### config.mk
export PLATFORM = sky130hd
export DESIGN_NAME = gp_timer_32bit_modes
export DESIGN_NICKNAME = d
export VERILOG_FILES = /design/src/hdl/gp_timer_pkg.sv /design/src/hdl/gp_timer_32bit_modes.sv
export VERILOG_INCLUDE_DIRS = /design/src /design/src/hdl
export SDC_FILE = /design/constraint.sdc
export NUM_CORES = 1
export LEC_CHECK = 0
export ABC_AREA = 1
export BUFFER_PORTS_ARGS = -buffer_cell sky130_fd_sc_hd__buf_2
export CORE_ASPECT_RATIO = 0.6
export CORE_UTILIZATION = 40
export CTS_CLUSTER_DIAMETER = 50
export DETAILED_ROUTE_END_ITERATION = 8
export PLACE_DENSITY = 0.63
export SETUP_SLACK_MARGIN = 0.3
export SLEW_MARGIN = 40
export SYNTH_ARGS = -nofsm -noshare
export SYNTH_HDL_FRONTEND = slang
export SYNTH_SLANG_ARGS = --single-unit
### constraint.sdc
create_clock -name clk_sys -period 7.1 [get_ports clk_sys]
set_input_delay 0.355 -clock clk_sys [delete_from_list [all_inputs] [get_ports clk_sys]]
set_output_delay 0.355 -clock clk_sys [all_outputs]
set_load 0.01 [all_outputs]
### src/hdl/gp_timer_defs.svh
// Register offsets, field positions, reset values and codes of the general timer module.
// Assumes byte addresses on an 8-bit register address port with one 32-bit word per register.
`ifndef GP_TIMER_DEFS_SVH
`define GP_TIMER_DEFS_SVH

// ----------------------------------------------------------------------------
// Register offsets
// ----------------------------------------------------------------------------
`define OFS_CONFIG 8'h00
`define OFS_FIRST_MODE 8'h04
`define OFS_SECOND_MODE 8'h08
`define OFS_CONTROL 8'h0c
`define OFS_IRQ_MASK 8'h18
`define OFS_RAW_STATUS 8'h1c
`define OFS_MASKED_STATUS 8'h20
`define OFS_IRQ_CLEAR 8'h24
`define OFS_FIRST_LOAD 8'h28
`define OFS_SECOND_LOAD 8'h2c
`define OFS_FIRST_MATCH 8'h30
`define OFS_SECOND_MATCH 8'h34
`define OFS_FIRST_PRESCALE 8'h38
`define OFS_SECOND_PRESCALE 8'h3c
`define OFS_FIRST_COUNT 8'h48
`define OFS_SECOND_COUNT 8'h4c

// ----------------------------------------------------------------------------
// Field positions
// ----------------------------------------------------------------------------
`define CTL_FIRST_RUN 0
`define CTL_FIRST_FREEZE 1
`define CTL_RTC_RUN 4
`define CTL_FIRST_ADC 5
`define CTL_SECOND_RUN 8
`define CTL_SECOND_FREEZE 9
`define CTL_SECOND_ADC 13
`define IRQ_FIRST_TIMEOUT 0
`define IRQ_RTC_MATCH 3
`define IRQ_SECOND_TIMEOUT 8

// ----------------------------------------------------------------------------
// Codes and reset values
// ----------------------------------------------------------------------------
`define CFG_JOINED_TIMER 3'h0
`define CFG_JOINED_RTC 3'h1
`define CFG_SPLIT 3'h4
`define MODE_ONE_SHOT 2'h1
`define MODE_PERIODIC 2'h2
`define CONFIG_RESET 3'h0
`define MODE_RESET 2'h0
`define LOAD_RESET 16'hffff
`define COUNT_RESET 16'hffff
`define MATCH_RESET 16'hffff
`define PRESCALE_RESET 8'h00
`define RTC_FIRST_LOAD 32'h00000001
`define RTC_EDGES_PER_SECOND 32768

`endif

### src/hdl/gp_timer_pkg.sv
// Types shared by the general timer module.
// Assumes the constants of gp_timer_defs.svh for field positions.
package gp_timer_pkg;

	// Control fields held by the control register.
	typedef struct packed {
		logic second_adc_trigger_enable;
		logic second_debug_freeze;
		logic second_run_enable;
		logic first_adc_trigger_enable;
		logic rtc_run_enable;
		logic first_debug_freeze;
		logic first_run_enable;
	} ctl_type;

	// Sticky event flags.
	typedef struct packed {
		logic second_timeout;
		logic rtc_match;
		logic first_timeout;
	} irq_type;

endpackage
### src/hdl/gp_timer_32bit_modes.sv
// General timer module: two 16-bit counters, split or joined, with joined one-shot,
// periodic and real-time-clock modes, event flags, trigger output and debug freeze in joined timer and split modes.
// Assumes a register master on clk_sys, a halt level from the debug logic on clk_sys,
// and a 32.768 kHz clock from outside on capture_pin_zero.
`include "gp_timer_defs.svh"

module gp_timer_32bit_modes
	import gp_timer_pkg::*;
#(
	parameter int RTC_EDGES_PER_SECOND = `RTC_EDGES_PER_SECOND
) (
	input wire logic clk_sys,
	input wire logic rst,
	input wire logic [7:0] reg_addr,
	input wire logic [31:0] reg_wdata,
	input wire logic reg_wr,
	input wire logic reg_rd,
	output logic [31:0] reg_rdata,
	input wire logic debug_halt,
	input wire logic capture_pin_zero,
	input wire logic adc_trigger_in,
	output logic adc_trigger,
	output logic timer_irq
);

	// ------------------------------------------------------------------------
	// Registers
	// ------------------------------------------------------------------------
	logic [2:0] timer_config_reg;
	logic [1:0] first_timer_mode_reg;
	logic [1:0] second_timer_mode_reg;
	ctl_type timer_control_reg;
	irq_type irq_mask_reg;
	irq_type raw_irq_status_reg;
	logic [15:0] load_reg [0:1];
	logic [15:0] match_reg [0:1];
	logic [7:0] first_prescale_reg;
	logic [7:0] second_prescale_reg;
	logic [15:0] count_reg [0:1];
	logic [1:0] load_pend_reg;
	logic rtc_seen_reg;
	logic rtc_first_load_reg;
	logic [31:0] rdata_reg;
	logic trigger_reg;
	logic irq_reg;
	logic [2:0] pin_sync_reg;
	logic [15:0] rtc_div_reg;

	// ------------------------------------------------------------------------
	// Decode and events
	// ------------------------------------------------------------------------
	logic joined;
	logic joined_timer;
	logic joined_rtc;
	logic [31:0] join_count;
	logic [31:0] join_match;
	logic wr_load0;
	logic wr_load1;
	logic pin_rise;
	logic second_tick;
	logic join_tick;
	logic join_zero;
	logic join_one_shot;
	logic rtc_step;
	logic rtc_hit;
	logic [1:0] half_tick;
	logic [1:0] half_zero;
	logic [1:0] half_one_shot;
	logic [1:0] half_run;
	logic [1:0] half_freeze;
	logic [1:0] half_adc;
	irq_type irq_set;
	irq_type irq_clr;
	irq_type wdata_irq;
	logic [31:0] ctl_word;
	logic [31:0] raw_word;
	logic [31:0] masked_word;

	assign joined_timer = timer_config_reg == `CFG_JOINED_TIMER;
	assign joined_rtc = timer_config_reg == `CFG_JOINED_RTC;
	assign joined = joined_timer || joined_rtc;
	assign join_count = {count_reg[1], count_reg[0]};
	assign join_match = {match_reg[1], match_reg[0]};
	assign wr_load0 = reg_wr && reg_addr == `OFS_FIRST_LOAD;
	assign wr_load1 = reg_wr && reg_addr == `OFS_SECOND_LOAD;

	assign half_run = {timer_control_reg.second_run_enable, timer_control_reg.first_run_enable};
	assign half_freeze = {timer_control_reg.second_debug_freeze, timer_control_reg.first_debug_freeze};
	assign half_adc = {timer_control_reg.second_adc_trigger_enable, timer_control_reg.first_adc_trigger_enable};
	assign half_one_shot = {second_timer_mode_reg == `MODE_ONE_SHOT, first_timer_mode_reg == `MODE_ONE_SHOT};

	// Only the second and third stages are compared, the first just settles the pin.
	assign pin_rise = pin_sync_reg[1] && !pin_sync_reg[2];
	assign second_tick = pin_rise && rtc_div_reg == 16'(RTC_EDGES_PER_SECOND - 1);

	assign join_one_shot = first_timer_mode_reg == `MODE_ONE_SHOT;
	assign join_tick = joined_timer && timer_control_reg.first_run_enable
		&& !(timer_control_reg.first_debug_freeze && debug_halt);
	assign join_zero = join_tick && join_count == 32'h00000000;
	assign rtc_step = joined_rtc && timer_control_reg.first_run_enable && second_tick;
	assign rtc_hit = rtc_step && join_count == join_match;

	always_comb begin
		for (int i = 0; i < 2; i++) begin
			half_tick[i] = timer_config_reg == `CFG_SPLIT && half_run[i] && !(half_freeze[i] && debug_halt);
			half_zero[i] = half_tick[i] && count_reg[i] == 16'h0000;
		end
	end

	always_comb begin
		irq_set.first_timeout = join_zero || half_zero[0];
		irq_set.rtc_match = rtc_hit;
		irq_set.second_timeout = half_zero[1];
	end

	assign wdata_irq.first_timeout = reg_wdata[`IRQ_FIRST_TIMEOUT];
	assign wdata_irq.rtc_match = reg_wdata[`IRQ_RTC_MATCH];
	assign wdata_irq.second_timeout = reg_wdata[`IRQ_SECOND_TIMEOUT];
	assign irq_clr = (reg_wr && reg_addr == `OFS_IRQ_CLEAR) ? wdata_irq : '0;

	// ------------------------------------------------------------------------
	// Configuration and control
	// ------------------------------------------------------------------------
	always_ff @(posedge clk_sys or posedge rst) begin
		if (rst) begin
			timer_config_reg <= `CONFIG_RESET;
			first_timer_mode_reg <= `MODE_RESET;
			second_timer_mode_reg <= `MODE_RESET;
			irq_mask_reg <= '0;
			first_prescale_reg <= `PRESCALE_RESET;
			second_prescale_reg <= `PRESCALE_RESET;
		end else if (reg_wr) begin
			if (reg_addr == `OFS_CONFIG) begin
				timer_config_reg <= reg_wdata[2:0];
			end else if (reg_addr == `OFS_FIRST_MODE) begin
				first_timer_mode_reg <= reg_wdata[1:0];
			end else if (reg_addr == `OFS_SECOND_MODE) begin
				second_timer_mode_reg <= reg_wdata[1:0];
			end else if (reg_addr == `OFS_IRQ_MASK) begin
				irq_mask_reg <= wdata_irq;
			end else if (reg_addr == `OFS_FIRST_PRESCALE) begin
				first_prescale_reg <= reg_wdata[7:0];
			end else if (reg_addr == `OFS_SECOND_PRESCALE) begin
				second_prescale_reg <= reg_wdata[7:0];
			end
		end
	end

	// A software write to control takes precedence over a hardware stop in the same cycle.
	always_ff @(posedge clk_sys or posedge rst) begin
		if (rst) begin
			timer_control_reg <= '0;
		end else if (reg_wr && reg_addr == `OFS_CONTROL) begin
			timer_control_reg.first_run_enable <= reg_wdata[`CTL_FIRST_RUN];
			timer_control_reg.first_debug_freeze <= reg_wdata[`CTL_FIRST_FREEZE];
			timer_control_reg.rtc_run_enable <= reg_wdata[`CTL_RTC_RUN];
			timer_control_reg.first_adc_trigger_enable <= reg_wdata[`CTL_FIRST_ADC];
			timer_control_reg.second_run_enable <= reg_wdata[`CTL_SECOND_RUN];
			timer_control_reg.second_debug_freeze <= reg_wdata[`CTL_SECOND_FREEZE];
			timer_control_reg.second_adc_trigger_enable <= reg_wdata[`CTL_SECOND_ADC];
		end else begin
			if ((join_zero && join_one_shot) || (half_zero[0] && half_one_shot[0])) begin
				timer_control_reg.first_run_enable <= 1'b0;
			end
			if (half_zero[1] && half_one_shot[1]) begin
				timer_control_reg.second_run_enable <= 1'b0;
			end
		end
	end

	// ------------------------------------------------------------------------
	// Load and match registers
	// ------------------------------------------------------------------------
	always_ff @(posedge clk_sys or posedge rst) begin
		if (rst) begin
			load_reg[0] <= `LOAD_RESET;
			load_reg[1] <= `LOAD_RESET;
			match_reg[0] <= `MATCH_RESET;
			match_reg[1] <= `MATCH_RESET;
		end else if (reg_wr) begin
			if (reg_addr == `OFS_FIRST_LOAD) begin
				load_reg[0] <= reg_wdata[15:0];
				if (joined) begin
					load_reg[1] <= reg_wdata[31:16];
				end
			end else if (reg_addr == `OFS_SECOND_LOAD) begin
				load_reg[1] <= reg_wdata[15:0];
			end else if (reg_addr == `OFS_FIRST_MATCH) begin
				match_reg[0] <= reg_wdata[15:0];
				if (joined) begin
					match_reg[1] <= reg_wdata[31:16];
				end
			end else if (reg_addr == `OFS_SECOND_MATCH) begin
				match_reg[1] <= reg_wdata[15:0];
			end
		end
	end

	// In split mode a load write, and in joined timer mode a first load write, is applied to the counter in the following cycle.
	always_ff @(posedge clk_sys or posedge rst) begin
		if (rst) begin
			load_pend_reg <= 2'b00;
		end else begin
			load_pend_reg[0] <= wr_load0;
			load_pend_reg[1] <= wr_load1 || (wr_load0 && joined);
		end
	end

	// ------------------------------------------------------------------------
	// Real-time-clock input and first selection
	// ------------------------------------------------------------------------
	always_ff @(posedge clk_sys or posedge rst) begin
		if (rst) begin
			pin_sync_reg <= 3'b000;
		end else begin
			pin_sync_reg <= {pin_sync_reg[1:0], capture_pin_zero};
		end
	end

	always_ff @(posedge clk_sys or posedge rst) begin
		if (rst) begin
			rtc_div_reg <= 16'h0000;
		end else if (!(joined_rtc && timer_control_reg.first_run_enable)) begin
			rtc_div_reg <= 16'h0000;
		end else if (second_tick) begin
			rtc_div_reg <= 16'h0000;
		end else if (pin_rise) begin
			rtc_div_reg <= rtc_div_reg + 16'h0001;
		end
	end

	always_ff @(posedge clk_sys or posedge rst) begin
		if (rst) begin
			rtc_seen_reg <= 1'b0;
			rtc_first_load_reg <= 1'b0;
		end else begin
			rtc_first_load_reg <= 1'b0;
			if (reg_wr && reg_addr == `OFS_CONFIG && reg_wdata[2:0] == `CFG_JOINED_RTC && !rtc_seen_reg) begin
				rtc_seen_reg <= 1'b1;
				rtc_first_load_reg <= 1'b1;
			end
		end
	end

	// ------------------------------------------------------------------------
	// Counters
	// ------------------------------------------------------------------------
	always_ff @(posedge clk_sys or posedge rst) begin
		if (rst) begin
			count_reg[0] <= `COUNT_RESET;
			count_reg[1] <= `COUNT_RESET;
		end else if (rtc_first_load_reg) begin
			{count_reg[1], count_reg[0]} <= `RTC_FIRST_LOAD;
		end else if (joined) begin
			if (load_pend_reg[0] && joined_timer) begin
				{count_reg[1], count_reg[0]} <= {load_reg[1], load_reg[0]};
			end else if (join_zero) begin
				{count_reg[1], count_reg[0]} <= {load_reg[1], load_reg[0]};
			end else if (join_tick) begin
				{count_reg[1], count_reg[0]} <= join_count - 32'h00000001;
			end else if (rtc_hit) begin
				{count_reg[1], count_reg[0]} <= 32'h00000000;
			end else if (rtc_step) begin
				{count_reg[1], count_reg[0]} <= join_count + 32'h00000001;
			end
		end else begin
			for (int i = 0; i < 2; i++) begin
				if (load_pend_reg[i] || half_zero[i]) begin
					count_reg[i] <= load_reg[i];
				end else if (half_tick[i]) begin
					count_reg[i] <= count_reg[i] - 16'h0001;
				end
			end
		end
	end

	// ------------------------------------------------------------------------
	// Event flags, interrupt and trigger
	// ------------------------------------------------------------------------
	// A new event in the cycle of a clear write keeps its flag set.
	always_ff @(posedge clk_sys or posedge rst) begin
		if (rst) begin
			raw_irq_status_reg <= '0;
		end else begin
			raw_irq_status_reg <= irq_set | (raw_irq_status_reg & ~irq_clr);
		end
	end

	always_ff @(posedge clk_sys or posedge rst) begin
		if (rst) begin
			irq_reg <= 1'b0;
		end else begin
			irq_reg <= |(raw_irq_status_reg & irq_mask_reg);
		end
	end

	always_ff @(posedge clk_sys or posedge rst) begin
		if (rst) begin
			trigger_reg <= 1'b0;
		end else begin
			trigger_reg <= adc_trigger_in
				|| (join_zero && timer_control_reg.first_adc_trigger_enable)
				|| |(half_zero & half_adc);
		end
	end

	// ------------------------------------------------------------------------
	// Read port
	// ------------------------------------------------------------------------
	always_comb begin
		ctl_word = 32'h00000000;
		ctl_word[`CTL_FIRST_RUN] = timer_control_reg.first_run_enable;
		ctl_word[`CTL_FIRST_FREEZE] = timer_control_reg.first_debug_freeze;
		ctl_word[`CTL_RTC_RUN] = timer_control_reg.rtc_run_enable;
		ctl_word[`CTL_FIRST_ADC] = timer_control_reg.first_adc_trigger_enable;
		ctl_word[`CTL_SECOND_RUN] = timer_control_reg.second_run_enable;
		ctl_word[`CTL_SECOND_FREEZE] = timer_control_reg.second_debug_freeze;
		ctl_word[`CTL_SECOND_ADC] = timer_control_reg.second_adc_trigger_enable;
		raw_word = 32'h00000000;
		raw_word[`IRQ_FIRST_TIMEOUT] = raw_irq_status_reg.first_timeout;
		raw_word[`IRQ_RTC_MATCH] = raw_irq_status_reg.rtc_match;
		raw_word[`IRQ_SECOND_TIMEOUT] = raw_irq_status_reg.second_timeout;
		masked_word = 32'h00000000;
		masked_word[`IRQ_FIRST_TIMEOUT] = raw_irq_status_reg.first_timeout && irq_mask_reg.first_timeout;
		masked_word[`IRQ_RTC_MATCH] = raw_irq_status_reg.rtc_match && irq_mask_reg.rtc_match;
		masked_word[`IRQ_SECOND_TIMEOUT] = raw_irq_status_reg.second_timeout && irq_mask_reg.second_timeout;
	end

	always_ff @(posedge clk_sys or posedge rst) begin
		if (rst) begin
			rdata_reg <= 32'h00000000;
		end else if (reg_rd) begin
			if (reg_addr == `OFS_CONFIG) begin
				rdata_reg <= {29'h0, timer_config_reg};
			end else if (reg_addr == `OFS_FIRST_MODE) begin
				rdata_reg <= {30'h0, first_timer_mode_reg};
			end else if (reg_addr == `OFS_SECOND_MODE) begin
				rdata_reg <= {30'h0, second_timer_mode_reg};
			end else if (reg_addr == `OFS_CONTROL) begin
				rdata_reg <= ctl_word;
			end else if (reg_addr == `OFS_IRQ_MASK) begin
				rdata_reg <= {23'h0, irq_mask_reg.second_timeout, 4'h0, irq_mask_reg.rtc_match,
					2'h0, irq_mask_reg.first_timeout};
			end else if (reg_addr == `OFS_RAW_STATUS) begin
				rdata_reg <= raw_word;
			end else if (reg_addr == `OFS_MASKED_STATUS) begin
				rdata_reg <= masked_word;
			end else if (reg_addr == `OFS_FIRST_LOAD) begin
				rdata_reg <= joined ? {load_reg[1], load_reg[0]} : {16'h0000, load_reg[0]};
			end else if (reg_addr == `OFS_SECOND_LOAD) begin
				rdata_reg <= {16'h0000, load_reg[1]};
			end else if (reg_addr == `OFS_FIRST_MATCH) begin
				rdata_reg <= joined ? join_match : {16'h0000, match_reg[0]};
			end else if (reg_addr == `OFS_SECOND_MATCH) begin
				rdata_reg <= {16'h0000, match_reg[1]};
			end else if (reg_addr == `OFS_FIRST_PRESCALE) begin
				rdata_reg <= {24'h000000, first_prescale_reg};
			end else if (reg_addr == `OFS_SECOND_PRESCALE) begin
				rdata_reg <= {24'h000000, second_prescale_reg};
			end else if (reg_addr == `OFS_FIRST_COUNT) begin
				rdata_reg <= joined ? join_count : {16'h0000, count_reg[0]};
			end else if (reg_addr == `OFS_SECOND_COUNT) begin
				rdata_reg <= {16'h0000, count_reg[1]};
			end else begin
				rdata_reg <= 32'h00000000;
			end
		end
	end

	assign reg_rdata = rdata_reg;
	assign adc_trigger = trigger_reg;
	assign timer_irq = irq_reg;

endmodule // gp_timer_32bit_modes

==> summary.txt, run 1 <==
Status
  – Outcome: finished with violations
  – Failing checks: negative hold slack

Drt
  – Wire per inst: 24.64 um
  – Via density per instance: between 5 and 6
  – ANT nets after route: 0
  – DR pass1 iterations: 6
  – Vias: 14536
  – First DRT Iteration DRCs: 2120
  – Post-route DRC violation count: 0
  – Final WL: 61790 um

Synthesis
  – Synth Net Count: 2087
  – Post-synth EDFFs: 0
  – Count of different cell masters after synthesis: 47
  – Leading area contributor after synthesis: dfstp_2
  – Synth top area share: a little under a fifth
  – Most common cell in the netlist: nand2_1
  – Dominant cells by area after synthesis: dfstp_2, nand2_1, dfrtp_1, o21ai_0, nor2_1
  – Syn Area/Cell: 6.585 um2
  – Post-synth ARST share: 100.0%
  – YS warnings: 0
  – Post-synthesis sequential area ratio: a little over a third
  – Dominant synthesized flop cell: dfstp_2
  – Commonest cells in the netlist: nand2_1, nor2_1, o21ai_0
  – Synth Instances: 2034
  – Mapped Area: 13390 um2
  – Yosys reg bits: 189

Place
  – Instance area at placement: 13930 um2
  – Port Buf Inserts: 80
  – Detailed Place HPWL: 47560 um
  – GP Congestion: 1.096

STA
  – RSZ-0062 raised after global routing: false
  – Slew of the pin with the lowest slew margin: between 800 and 900 ps
  – Fin Hold WS: -32.07 ps
  – Max frequency: approximately 300 MHz
  – Max transition margin: around two fifths
  – Setup_tns: 0 ps
  – Final Cycle Share: 46.88%
  – Pins Over Slew Limit: 0
  – Final setup vio count: 0
  – Min Tclk post-route: 3329 ps
  – Final hold violation count: 33
  – Post-Route Skew: between 15 and 20 ps

Power and ir drop
  – P_leak: ~6.6 nW
  – Peak supply drop: 179.0 uV
  – Power Total: 3.064 mW
  – Pwr/cell area: 210.7 nW/um2

Min path
  – Hold crit path type: in2async

Final layout
  – Layout cells sized above 1: 14.83%
  – Design Area, Final: 14540 um2
  – Nets: 2097
  – Area grow syn2layout: 8.557%

Job
  – MaxCap Viol Count: 0

CTS
  – Post-CTS Setup Bufs: 0
  – Cts repair resizes: 0
  – CTS Sinks: 189
  – Root buffer cell: clkbuf_16
  – Htree depth: 4
  – Max clock buf depth: 2
  – Clk pin slew, worst setup/hold paths: 80 ps
  – Clk_lat worst skew: about 470 ps
  – CTS tree: yes
  – CTS buffer count: 17

Floorplanning
  – Die W: 238.2 um
  – Num rows: 51
  – Core box area: 32670 um2
  – Die Ht: ~140 um
  – Starting Density: between 40% and 50%
  – Ports: 81
  – DIE AREA: around 34000 um2

Critical path
  – Req. time, crit path: 7470 ps
  – R2r worst-path depth: 8
  – WP data arrival: roughly 3700 ps
  – Worst Setup End Kind: flop
  – Worst Path Class, Setup: reg2reg
  – Critical path peak fanout: 11
  – CP startpoint kind: flop

Global routing
  – First-pass GRT wire length: 89320 um
  – Gr usage total: 36.49%
  – Vias in the first global route: 12859
  – GR Overflow Total: 0
  – Largest net degree at the start of global routing: 114
  – Initial antenna violation count: 3
## where the power goes
group          total [mW]  leakage, nW  internal [mW]  switching, mW
combinational       0.628         4.02          0.192          0.436
clock                1.03        0.279          0.523          0.503
sequential           1.41         2.27           1.19          0.215
## worst max-delay path, stage by stage (launching register included)
cell and delay [ps]:
dfrtp_1 420, nor2_4 270, nand3_1 340, nor3_1 650, nand3_1 710, nand2_1 520, o21ai_0 130, nand3_1 80
o21ai_0 90
## stage by stage
stage | util (%) | worst slack [ps] | hold slack, ps | instances
final | 44.50 | 3771 | -32.07 | 2508
after global routing | 44.50 | 3586 | 18.34 | 2507
after CTS | 44.48 | 3886 | 65.86 | 2507
after detailed placement | 42.64 | 3876 | 337.8 | 2474
after global placement | 42.53 | 3682 | 335.7 | 2473
after floorplan | - | 1762 | 331.2 | 2034
## final timing paths
| kind | slack [ps] | from | end |
|---|---|---|---|
| worst max-delay path | 3770 | timer_config_reg[2] | count_reg[16] |
| worst min-delay path | -30 | rst | reg_rdata[9] |
| worst max register to register | 3770 | timer_config_reg[2] | count_reg[16] |
| worst min register to register | 350 | pin_sync_reg[0] | pin_sync_reg[1] |
| max in group asynchronous | 5940 | rst | reg_rdata[12] |
| min in group clk_sys | 80 | adc_trigger_in | adc_trigger |
## cells in the final DEF, fill, tap and decap left out, drive strengths merged, types with 2 or more instances in the layout
cell / count
a21oi: 113
nand3b: 5
o2111ai: 5
nand2: 666
and3: 2
xor2: 34
buf: 88
o21bai: 2
or2: 8
a221oi: 4
o22ai: 22
clkinvlp: 4
clkbuf: 20
nor2: 260
o21ai: 221
nand3: 98
xnor2: 9
a31oi: 5
nor3b: 2
dfstp: 96
nor4: 3
o21a: 2
ha: 6
dfrtp: 93
o211ai: 19
nand4: 30
a211oi: 3
nor3: 25
inv: 201
clkinv: 5
## routing by layer
layer	wire [um]	vias up	part of all wire [%]	GRT usage (%)
met5	7	-	0.011	0
met4	1105	2	1.8	7.051
met3	9712	100	16	15.29
met2	21750	1034	35	45.50
met1	29210	6807	47	56.26
li1	-	6593	-	-
## logic make-up after synthesis
logic type,synth area share [%]
AO/OA/AOI/OAI,16.04
XOR/XNOR,2.812
adder cells (fa/ha/maj),0.5605
AND/OR/NAND/NOR,34.84
flip-flops,36.21
buffers and inverters,9.538
## cell type report
| class | instances | area [um2] |
|---|---|---|
| Antenna cell | 1 | 2.502 |
| Multi-Input combinational cell | 1548 | 7281 |
| Fill cell | 3524 | 18130 |
| Timing Repair Buffer | 89 | 494.2 |
| Tap cell | 450 | 563.0 |
| Sequential cell | 189 | 4850 |
| Clock buffer | 20 | 467.9 |
| Inverter | 199 | 759.5 |
| Clock inverter | 12 | 122.6 |
## timing repair
item                                    in CTS  in global routing
hold buffers                                 1                  0
endpoints found under the setup margin       0                  0
hold endpoints to repair                     1                  0
Note: power is estimated with default switching activity, not from simulation.
==> inputs of run 2 (changes only) <==
==> constraint.sdc (replaced) <==
create_clock -name clk_sys -period 3.1 [get_ports clk_sys]
set_input_delay 0.155 -clock clk_sys [delete_from_list [all_inputs] [get_ports clk_sys]]
set_output_delay 0.155 -clock clk_sys [all_outputs]
set_load 0.01 [all_outputs]
==> run 2 against run 1 <==
Effect of this change:
- the run now ends clean
- total power is 130% higher
- global-route usage is 1.4 points higher
- die area stayed put
- core utilization is 1.7 points higher
- maximum frequency is 23% higher
- non-clock buffer count is 69 higher
- clock skew is 3.0 ps higher
- combinational power grew to 2.5 times the previous value
- via count is 1.2% higher
- count of clock-buffer cells in the layout is 2 lower
- critical path depth is 5 higher
- register-to-register slack worse by 3400 ps
- largest cell class unchanged
- largest power group unchanged
- highest routed layer is now met4
==> summary.txt, run 2 (synthesis results as in run 1) <==
Place
  – Detailed Place HPWL: 50340 um (was 47560 um)
  – Port Buf Inserts: 80 (unchanged)
  – GP Congestion: 1.036 (was 1.096)
  – Placed Instances: 2526 (was 2474)

Global routing
  – First-pass GRT wire length: 92730 um (was 89320 um)
  – Vias in the first global route: 13336 (was 12859)
  – Initial antenna violation count: 1 (was 3)
  – Largest net degree at the start of global routing: 68 (was 114)
  – GR Overflow Total: 0 (unchanged)
  – Gr usage total: 37.91% (was 36.49%)

Power and ir drop
  – Power Total: 7.063 mW (was 3.064 mW)
  – Comb pwr share: 22.7% (was 20.5%)
  – Switching power: 2.721 mW (was 1.154 mW)
  – Internal: 4.342 mW (was 1.909 mW)
  – Switch share: 38.53% (was 37.68%)
  – Pwr/cell area: 468.1 nW/um2 (was 210.7 nW/um2)
  – Clock network power share: 32.6% (was 33.5%)
  – Seq pwr share: 44.7% (was 46.0%)
  – Peak supply drop: 403.7 uV (was 179.0 uV)
  – P_leak: 6.901 nW (was 6.566 nW)

Drt
  – Via density per instance: 5.710 (was 5.796)
  – Wire per inst: 24.86 um (was 24.64 um)
  – Vias: 14709 (was 14536)
  – First DRT Iteration DRCs: 2104 (was 2120)
  – Post-route DRC violation count: 0 (unchanged)
  – ANT nets after route: 0 (unchanged)
  – DR pass1 iterations: 5 (was 6)
  – Final WL: 64050 um (was 61790 um)

Critical path
  – Worst Path Class, Setup: reg2reg (unchanged)
  – Req. time, crit path: 3490 ps (was 7470 ps)
  – R2r setup slk: 400 ps (was 3770 ps)
  – CP startpoint kind: flop (unchanged)
  – Critical path peak fanout: 14 (was 11)
  – WP data arrival: 3090 ps (was 3690 ps)
  – Worst Setup End Kind: flop (unchanged)

STA
  – Setup_tns: 0 ps (unchanged)
  – Post-Route Skew: 22.70 ps (was 19.69 ps)
  – Max transition margin: 44.87% (was 40.53%)
  – Max frequency: 370.4 MHz (was 300.4 MHz)
  – Final Cycle Share: 87.08% (was 46.88%)
  – Final setup vio count: 0 (unchanged)
  – Slew of the pin with the lowest slew margin: 820.6 ps (was 889.6 ps)
  – Pins Over Slew Limit: 0 (unchanged)
  – Final hold violation count: 0 (was 33)
  – RSZ-0062 raised after global routing: false (unchanged)
  – Min Tclk post-route: 2700 ps (was 3329 ps)

CTS
  – CTS tree: yes (unchanged)
  – CTS buffer count: 17 (unchanged)
  – Htree depth: 4 (unchanged)
  – Clk pin slew, worst setup/hold paths: 80 ps (about the same)
  – Root buffer cell: clkbuf_16 (unchanged)
  – CTS Sinks: 189 (unchanged)
  – Clk_lat worst skew: 470 ps (about the same)
  – Post-CTS Setup Bufs: 0 (unchanged)
  – Max clock buf depth: 2 (unchanged)

Final layout
  – Commonest non-fill, non-tap cell in the layout: nand2_1 (unchanged)
  – Area grow syn2layout: 12.65% (was 8.557%)
  – Fin cells: 2576 (was 2508)
  – Layout cells sized above 1: 16.70% (was 14.83%)
  – N_diodes: 0 (was 1)
  – FILL cells: 3436 (was 3524)
  – Most frequent cells in the layout: nand2_1, nor2_1, o21ai_0 (unchanged)
  – Nets: 2166 (was 2097)

Floorplanning
  – Num rows: 51 (unchanged)
  – Ports: 81 (unchanged)
  – Core box area: 32670 um2 (unchanged)
  – Starting Density: 41.00% (unchanged)
  – Die W: 238.2 um (unchanged)
  – Die Ht: 143.7 um (unchanged)
  – DIE AREA: 34250 um2 (unchanged)

Job
  – MaxCap Viol Count: 0 (unchanged)

Status
  – Outcome: completed (was finished with violations)

Min path
  – Hold crit path type: in2reg (was in2async)
==> run 2: cell types whose count changed in the layout (fill, tap and decap cells not counted), moves of 3 or more <==
cell           delta
clkinvlp_4        -3
buf_4            +51
clkinv_4          +3
dlygate4sd3_1    +17
==> run 2: power groups by stage <==
stage / combinational [mW] / sequential [mW] / clock, mW
floorplan: 1.16 / 2.83 / 0
global placement: 1.53 / 3.17 / 0
detailed placement: 1.53 / 3.17 / 0
CTS: 1.55 / 3.13 / 2.31
global route: 1.74 / 3.16 / 2.40
finish: 1.60 / 3.16 / 2.30
==> run 2: metrics by stage <==
step / hold WS, ps / utilization (%) / setup slack [ps] / area (um2)
after floorplan: 186.4 / - / 588.9 / 13400
after global placement: 123.4 / 43.80 / 461.8 / 14310
after detailed placement: 124.0 / 43.80 / 481.6 / 14310
after CTS: 3.000 / 46.16 / 457.2 / 15080
after global routing: 17.66 / 46.18 / 348.4 / 15090
final: 17.79 / 46.18 / 400.5 / 15090
==> run 2: worst paths after layout <==
check / from / end / cells after the start
min in group asynchronous: rst / second_prescale_reg[7] / 3
worst min-delay path: reg_wdata[21] / join_match[21] / 3
max in group asynchronous: rst / rtc_div_reg[0] / 4
worst min register to register: pin_sync_reg[0] / pin_sync_reg[1] / 0
worst max-delay path: count_reg[1] / count_reg[6] / 13
worst max register to register: count_reg[1] / count_reg[6] / 13
==> run 2: routing by layer <==
| metal | wire length (um) | share of wire [%] | global-route usage [%] | up-vias |
|---|---|---|---|---|
| met1 | 30310 | 47 | 58.27 | 7048 |
| met2 | 24070 | 38 | 49.01 | 879 |
| met4 | 797 | 1.2 | 6.781 | 0 |
| li1 | - | - | - | 6720 |
| met3 | 8873 | 14 | 14.23 | 62 |
| met5 | 0 | 0 | 0 | - |
==> run 2: cell type report <==
class | instances | area, um2 | share of cell area (%)
flip-flops and latches | 189 | 4853 | 32.17
inverters | 199 | 750.7 | 4.976
multi-input cells | 1548 | 7271 | 48.19
well taps | 450 | 563.0 | 3.732
clock buffers | 18 | 439.2 | 2.911
repair buffers | 158 | 1060 | 7.024
clock inverters | 14 | 151.4 | 1.003
==> run 2: timing repair <==
| action | CTS | global route |
|---|---|---|
| resized for setup | 0 | 2 |
| endpoints found under the hold margin | 47 | 0 |
| setup endpoints to repair | 0 | 2 |
| hold buffers | 18 | 0 |
==> run 2: critical path, cell delays in order (launching register included) <==
cell	delay (ps)
dfstp_2	660
inv_1	110
ha_1	220
buf_4	170
inv_1	190
nor3_4	100
nand3_2	140
nor2_2	70
nor2_4	160
buf_6	230
nand4_1	220
nand2_1	110
nand2_1	50
a21oi_1	160
==> inputs of run 3 (changes only) <==
--- a/config.mk
+++ b/config.mk
@@ -12,9 +12,10 @@
 export CORE_UTILIZATION = 40
 export CTS_CLUSTER_DIAMETER = 50
 export DETAILED_ROUTE_END_ITERATION = 8
+export HOLD_SLACK_MARGIN = 0.15
 export PLACE_DENSITY = 0.63
 export SETUP_SLACK_MARGIN = 0.3
-export SLEW_MARGIN = 40
+export SLEW_MARGIN = 0
 export SYNTH_ARGS = -nofsm -noshare
 export SYNTH_HDL_FRONTEND = slang
 export SYNTH_SLANG_ARGS = --single-unit
==> run 3 against run 2 <==
Effect of this change:
- sequential share of layout area is 0.34 points lower
- final cell count is 0.62% higher
- critical path depth did not move
- die area unchanged
- cell area increased by 1.1%
- worst setup slack gained 2.0 ps
- global-route usage up 0.13 points
- clock skew is 2.5 ps lower
- core utilization is 0.49 points higher
- non-clock buffer count is 16 higher
- register-to-register slack hardly changed
- largest cell class unchanged
==> summary.txt, run 3 (synthesis results as in run 1) <==
STA
  – Final setup vio count: 0 (unchanged)
  – Max transition margin: 43.74% (was 44.87%)
  – Max frequency: 370.7 MHz (was 370.4 MHz)
  – Pins Over Slew Limit: 0 (unchanged)
  – Post-Route Skew: 20.22 ps (was 22.70 ps)
  – Slew of the pin with the lowest slew margin: 837.4 ps (was 820.6 ps)
  – Final hold violation count: 0 (unchanged)
  – Setup_tns: 0 ps (unchanged)
  – RSZ-0062 raised after global routing: false (unchanged)
  – Min Tclk post-route: 2697 ps (was 2700 ps)
  – Fin Hold WS: 168.6 ps (was 17.79 ps)
  – Final Cycle Share: 87.02% (was 87.08%)

Drt
  – Via density per instance: 5.683 (was 5.710)
  – Metal3 WL: 9220 um (was 8873 um)
  – Wire per inst: 24.76 um (was 24.86 um)
  – First DRT Iteration DRCs: 2116 (was 2104)
  – Max layer used: met4 (unchanged)
  – Metal-1 WL: 30040 um (was 30310 um)
  – WL met2: 24050 um (was 24070 um)
  – Post-route DRC violation count: 0 (unchanged)
  – ANT nets after route: 0 (unchanged)
  – Final WL: 64180 um (was 64050 um)
  – DR pass1 iterations: 6 (was 5)
  – Vias: 14730 (was 14709)

Global routing
  – GR Overflow Total: 0 (unchanged)
  – Vias in the first global route: 13399 (was 13336)
  – Largest net degree at the start of global routing: 68 (unchanged)
  – First-pass GRT wire length: 93040 um (was 92730 um)
  – Gr usage total: 38.03% (was 37.91%)
  – Initial antenna violation count: 1 (unchanged)

Floorplanning
  – Core box area: 32670 um2 (unchanged)
  – Starting Density: 41.00% (unchanged)
  – DIE AREA: 34250 um2 (unchanged)
  – Num rows: 51 (unchanged)
  – Die Ht: 143.7 um (unchanged)
  – Die W: 238.2 um (unchanged)
  – Ports: 81 (unchanged)

Place
  – Instance area at placement: 14310 um2 (unchanged)
  – GP Congestion: 1.036 (unchanged)
  – Detailed Place HPWL: 50340 um (unchanged)
  – Port Buf Inserts: 80 (unchanged)

Final layout
  – Area grow syn2layout: 13.84% (was 12.65%)
  – Utilization after layout: 46.67% (was 46.18%)
  – Most frequent cells in the layout: nand2_1, nor2_1, o21ai_0 (unchanged)
  – Commonest non-fill, non-tap cell in the layout: nand2_1 (unchanged)
  – Layout cells sized above 1: 16.57% (was 16.70%)
  – Nets: 2182 (was 2166)
  – Design Area, Final: 15250 um2 (was 15090 um2)
  – N_diodes: 0 (unchanged)

Critical path
  – Critical-path top delay cell: dfstp_2 (unchanged)
  – Slowest stage delay, CP: 660 ps (about the same)
  – Critical path peak fanout: 14 (unchanged)
  – Crit path launch: count_reg[1] (unchanged)
  – Worst Setup EP: count_reg[6] (unchanged)
  – R2r worst-path depth: 13 (unchanged)
  – Worst Path Class, Setup: reg2reg (unchanged)
  – RR Startpoint: count_reg[1] (unchanged)
  – Crit path cell chain: inv_1 > ha_1 > buf_4 > inv_1 > nor3_4 > nand3_2 > nor2_2 > nor2_4 > buf_6 > nand4_1 > nand2_1 > nand2_1 > a21oi_1 (unchanged)
  – WP data arrival: 3080 ps (was 3090 ps)
  – Worst reg2reg endpoint: count_reg[6] (unchanged)
  – R2r setup slk: 400 ps (about the same)
  – CP startpoint kind: flop (unchanged)
  – Req. time, crit path: 3490 ps (about the same)
  – Worst Setup End Kind: flop (unchanged)

Status
  – Outcome: completed (unchanged)

Power and ir drop
  – Pwr/cell area: 464.4 nW/um2 (was 468.1 nW/um2)
  – P_leak: 6.971 nW (was 6.901 nW)
  – Power Total: 7.081 mW (was 7.063 mW)
  – Peak supply drop: 401.6 uV (was 403.7 uV)

CTS
  – Post-CTS Setup Bufs: 0 (unchanged)
  – CTS buffer count: 17 (unchanged)
  – CTS Sinks: 189 (unchanged)
  – Clk_lat worst skew: 470 ps (about the same)
  – Clk pin slew, worst setup/hold paths: 80 ps (about the same)
  – Root buffer cell: clkbuf_16 (unchanged)
  – Max clock buf depth: 2 (unchanged)
  – CTS tree: yes (unchanged)
  – Htree depth: 4 (unchanged)

Min path
  – Hold crit path type: in2reg (unchanged)
  – Hold path cells: 3 (unchanged)

Job
  – MaxCap Viol Count: 0 (unchanged)
-- run 3: cell count changes in the layout (fill, tap and decap cells not counted) --
cell	delta
dlygate4sd3_1	+16
-- run 3: where the power goes --
group / switching, mW / internal, mW
clock: 1.20 / 1.10
sequential: 0.421 / 2.74
combinational: 1.10 / 0.517
-- run 3: final cells by class --
cell class,instances,area [um2]
Timing Repair Buffer,174,1220
Clock inverter,14,151.4
Tap cell,450,563.0
Multi-Input combinational cell,1548,7271
Sequential cell,189,4853
Inverter,199,750.7
Clock buffer,18,439.2
Fill cell,3420,17420
-- run 3: per-layer routing --
metal  track usage [%]  up-vias
li1                  -     6755
met3             14.21       59
met5                 0        -
met4             6.781        0
met2             49.35      883
met1             58.38     7033
-- run 3: worst max-delay path: cells and delay by family, from the launching register on --
kind                       cells  cell delay (ps)
AOI/OAI and AO/OA              1              170
and+or+nand+nor                7              850
adders and majority gates      1              220
DFF                            1              660
buffers and inverters          4              690
-- run 3: worst min-delay path by stage --
stage / start / to / slack (ps)
3_5_place_dp: rst / first_prescale_reg[7] / 120
4_1_cts: reg_wdata[8] / irq_mask_reg[2] / 160
5_1_grt: reg_wdata[8] / load_reg[24] / 180
6_report: reg_wdata[8] / irq_mask_reg[2] / 170
3_3_place_gp: rst / first_prescale_reg[7] / 120
2_1_floorplan: capture_pin_zero / pin_sync_reg[0] / 190
-- run 3: through the flow --
stage                     std cells  setup slack, ps
after global placement         2526            461.8
after global routing           2592            348.3
after floorplan                2034            588.9
after detailed placement       2526            481.6
final                          2592            402.5
after CTS                      2592            457.2
-- run 3: timing repair --
| action | 4_1_cts | 5_1_grt |
|---|---|---|
| hold buffers | 34 | 0 |
| gates resized for setup | 0 | 2 |
| endpoints found under the hold margin | 148 | 0 |
| setup endpoints to repair | 0 | 2 |
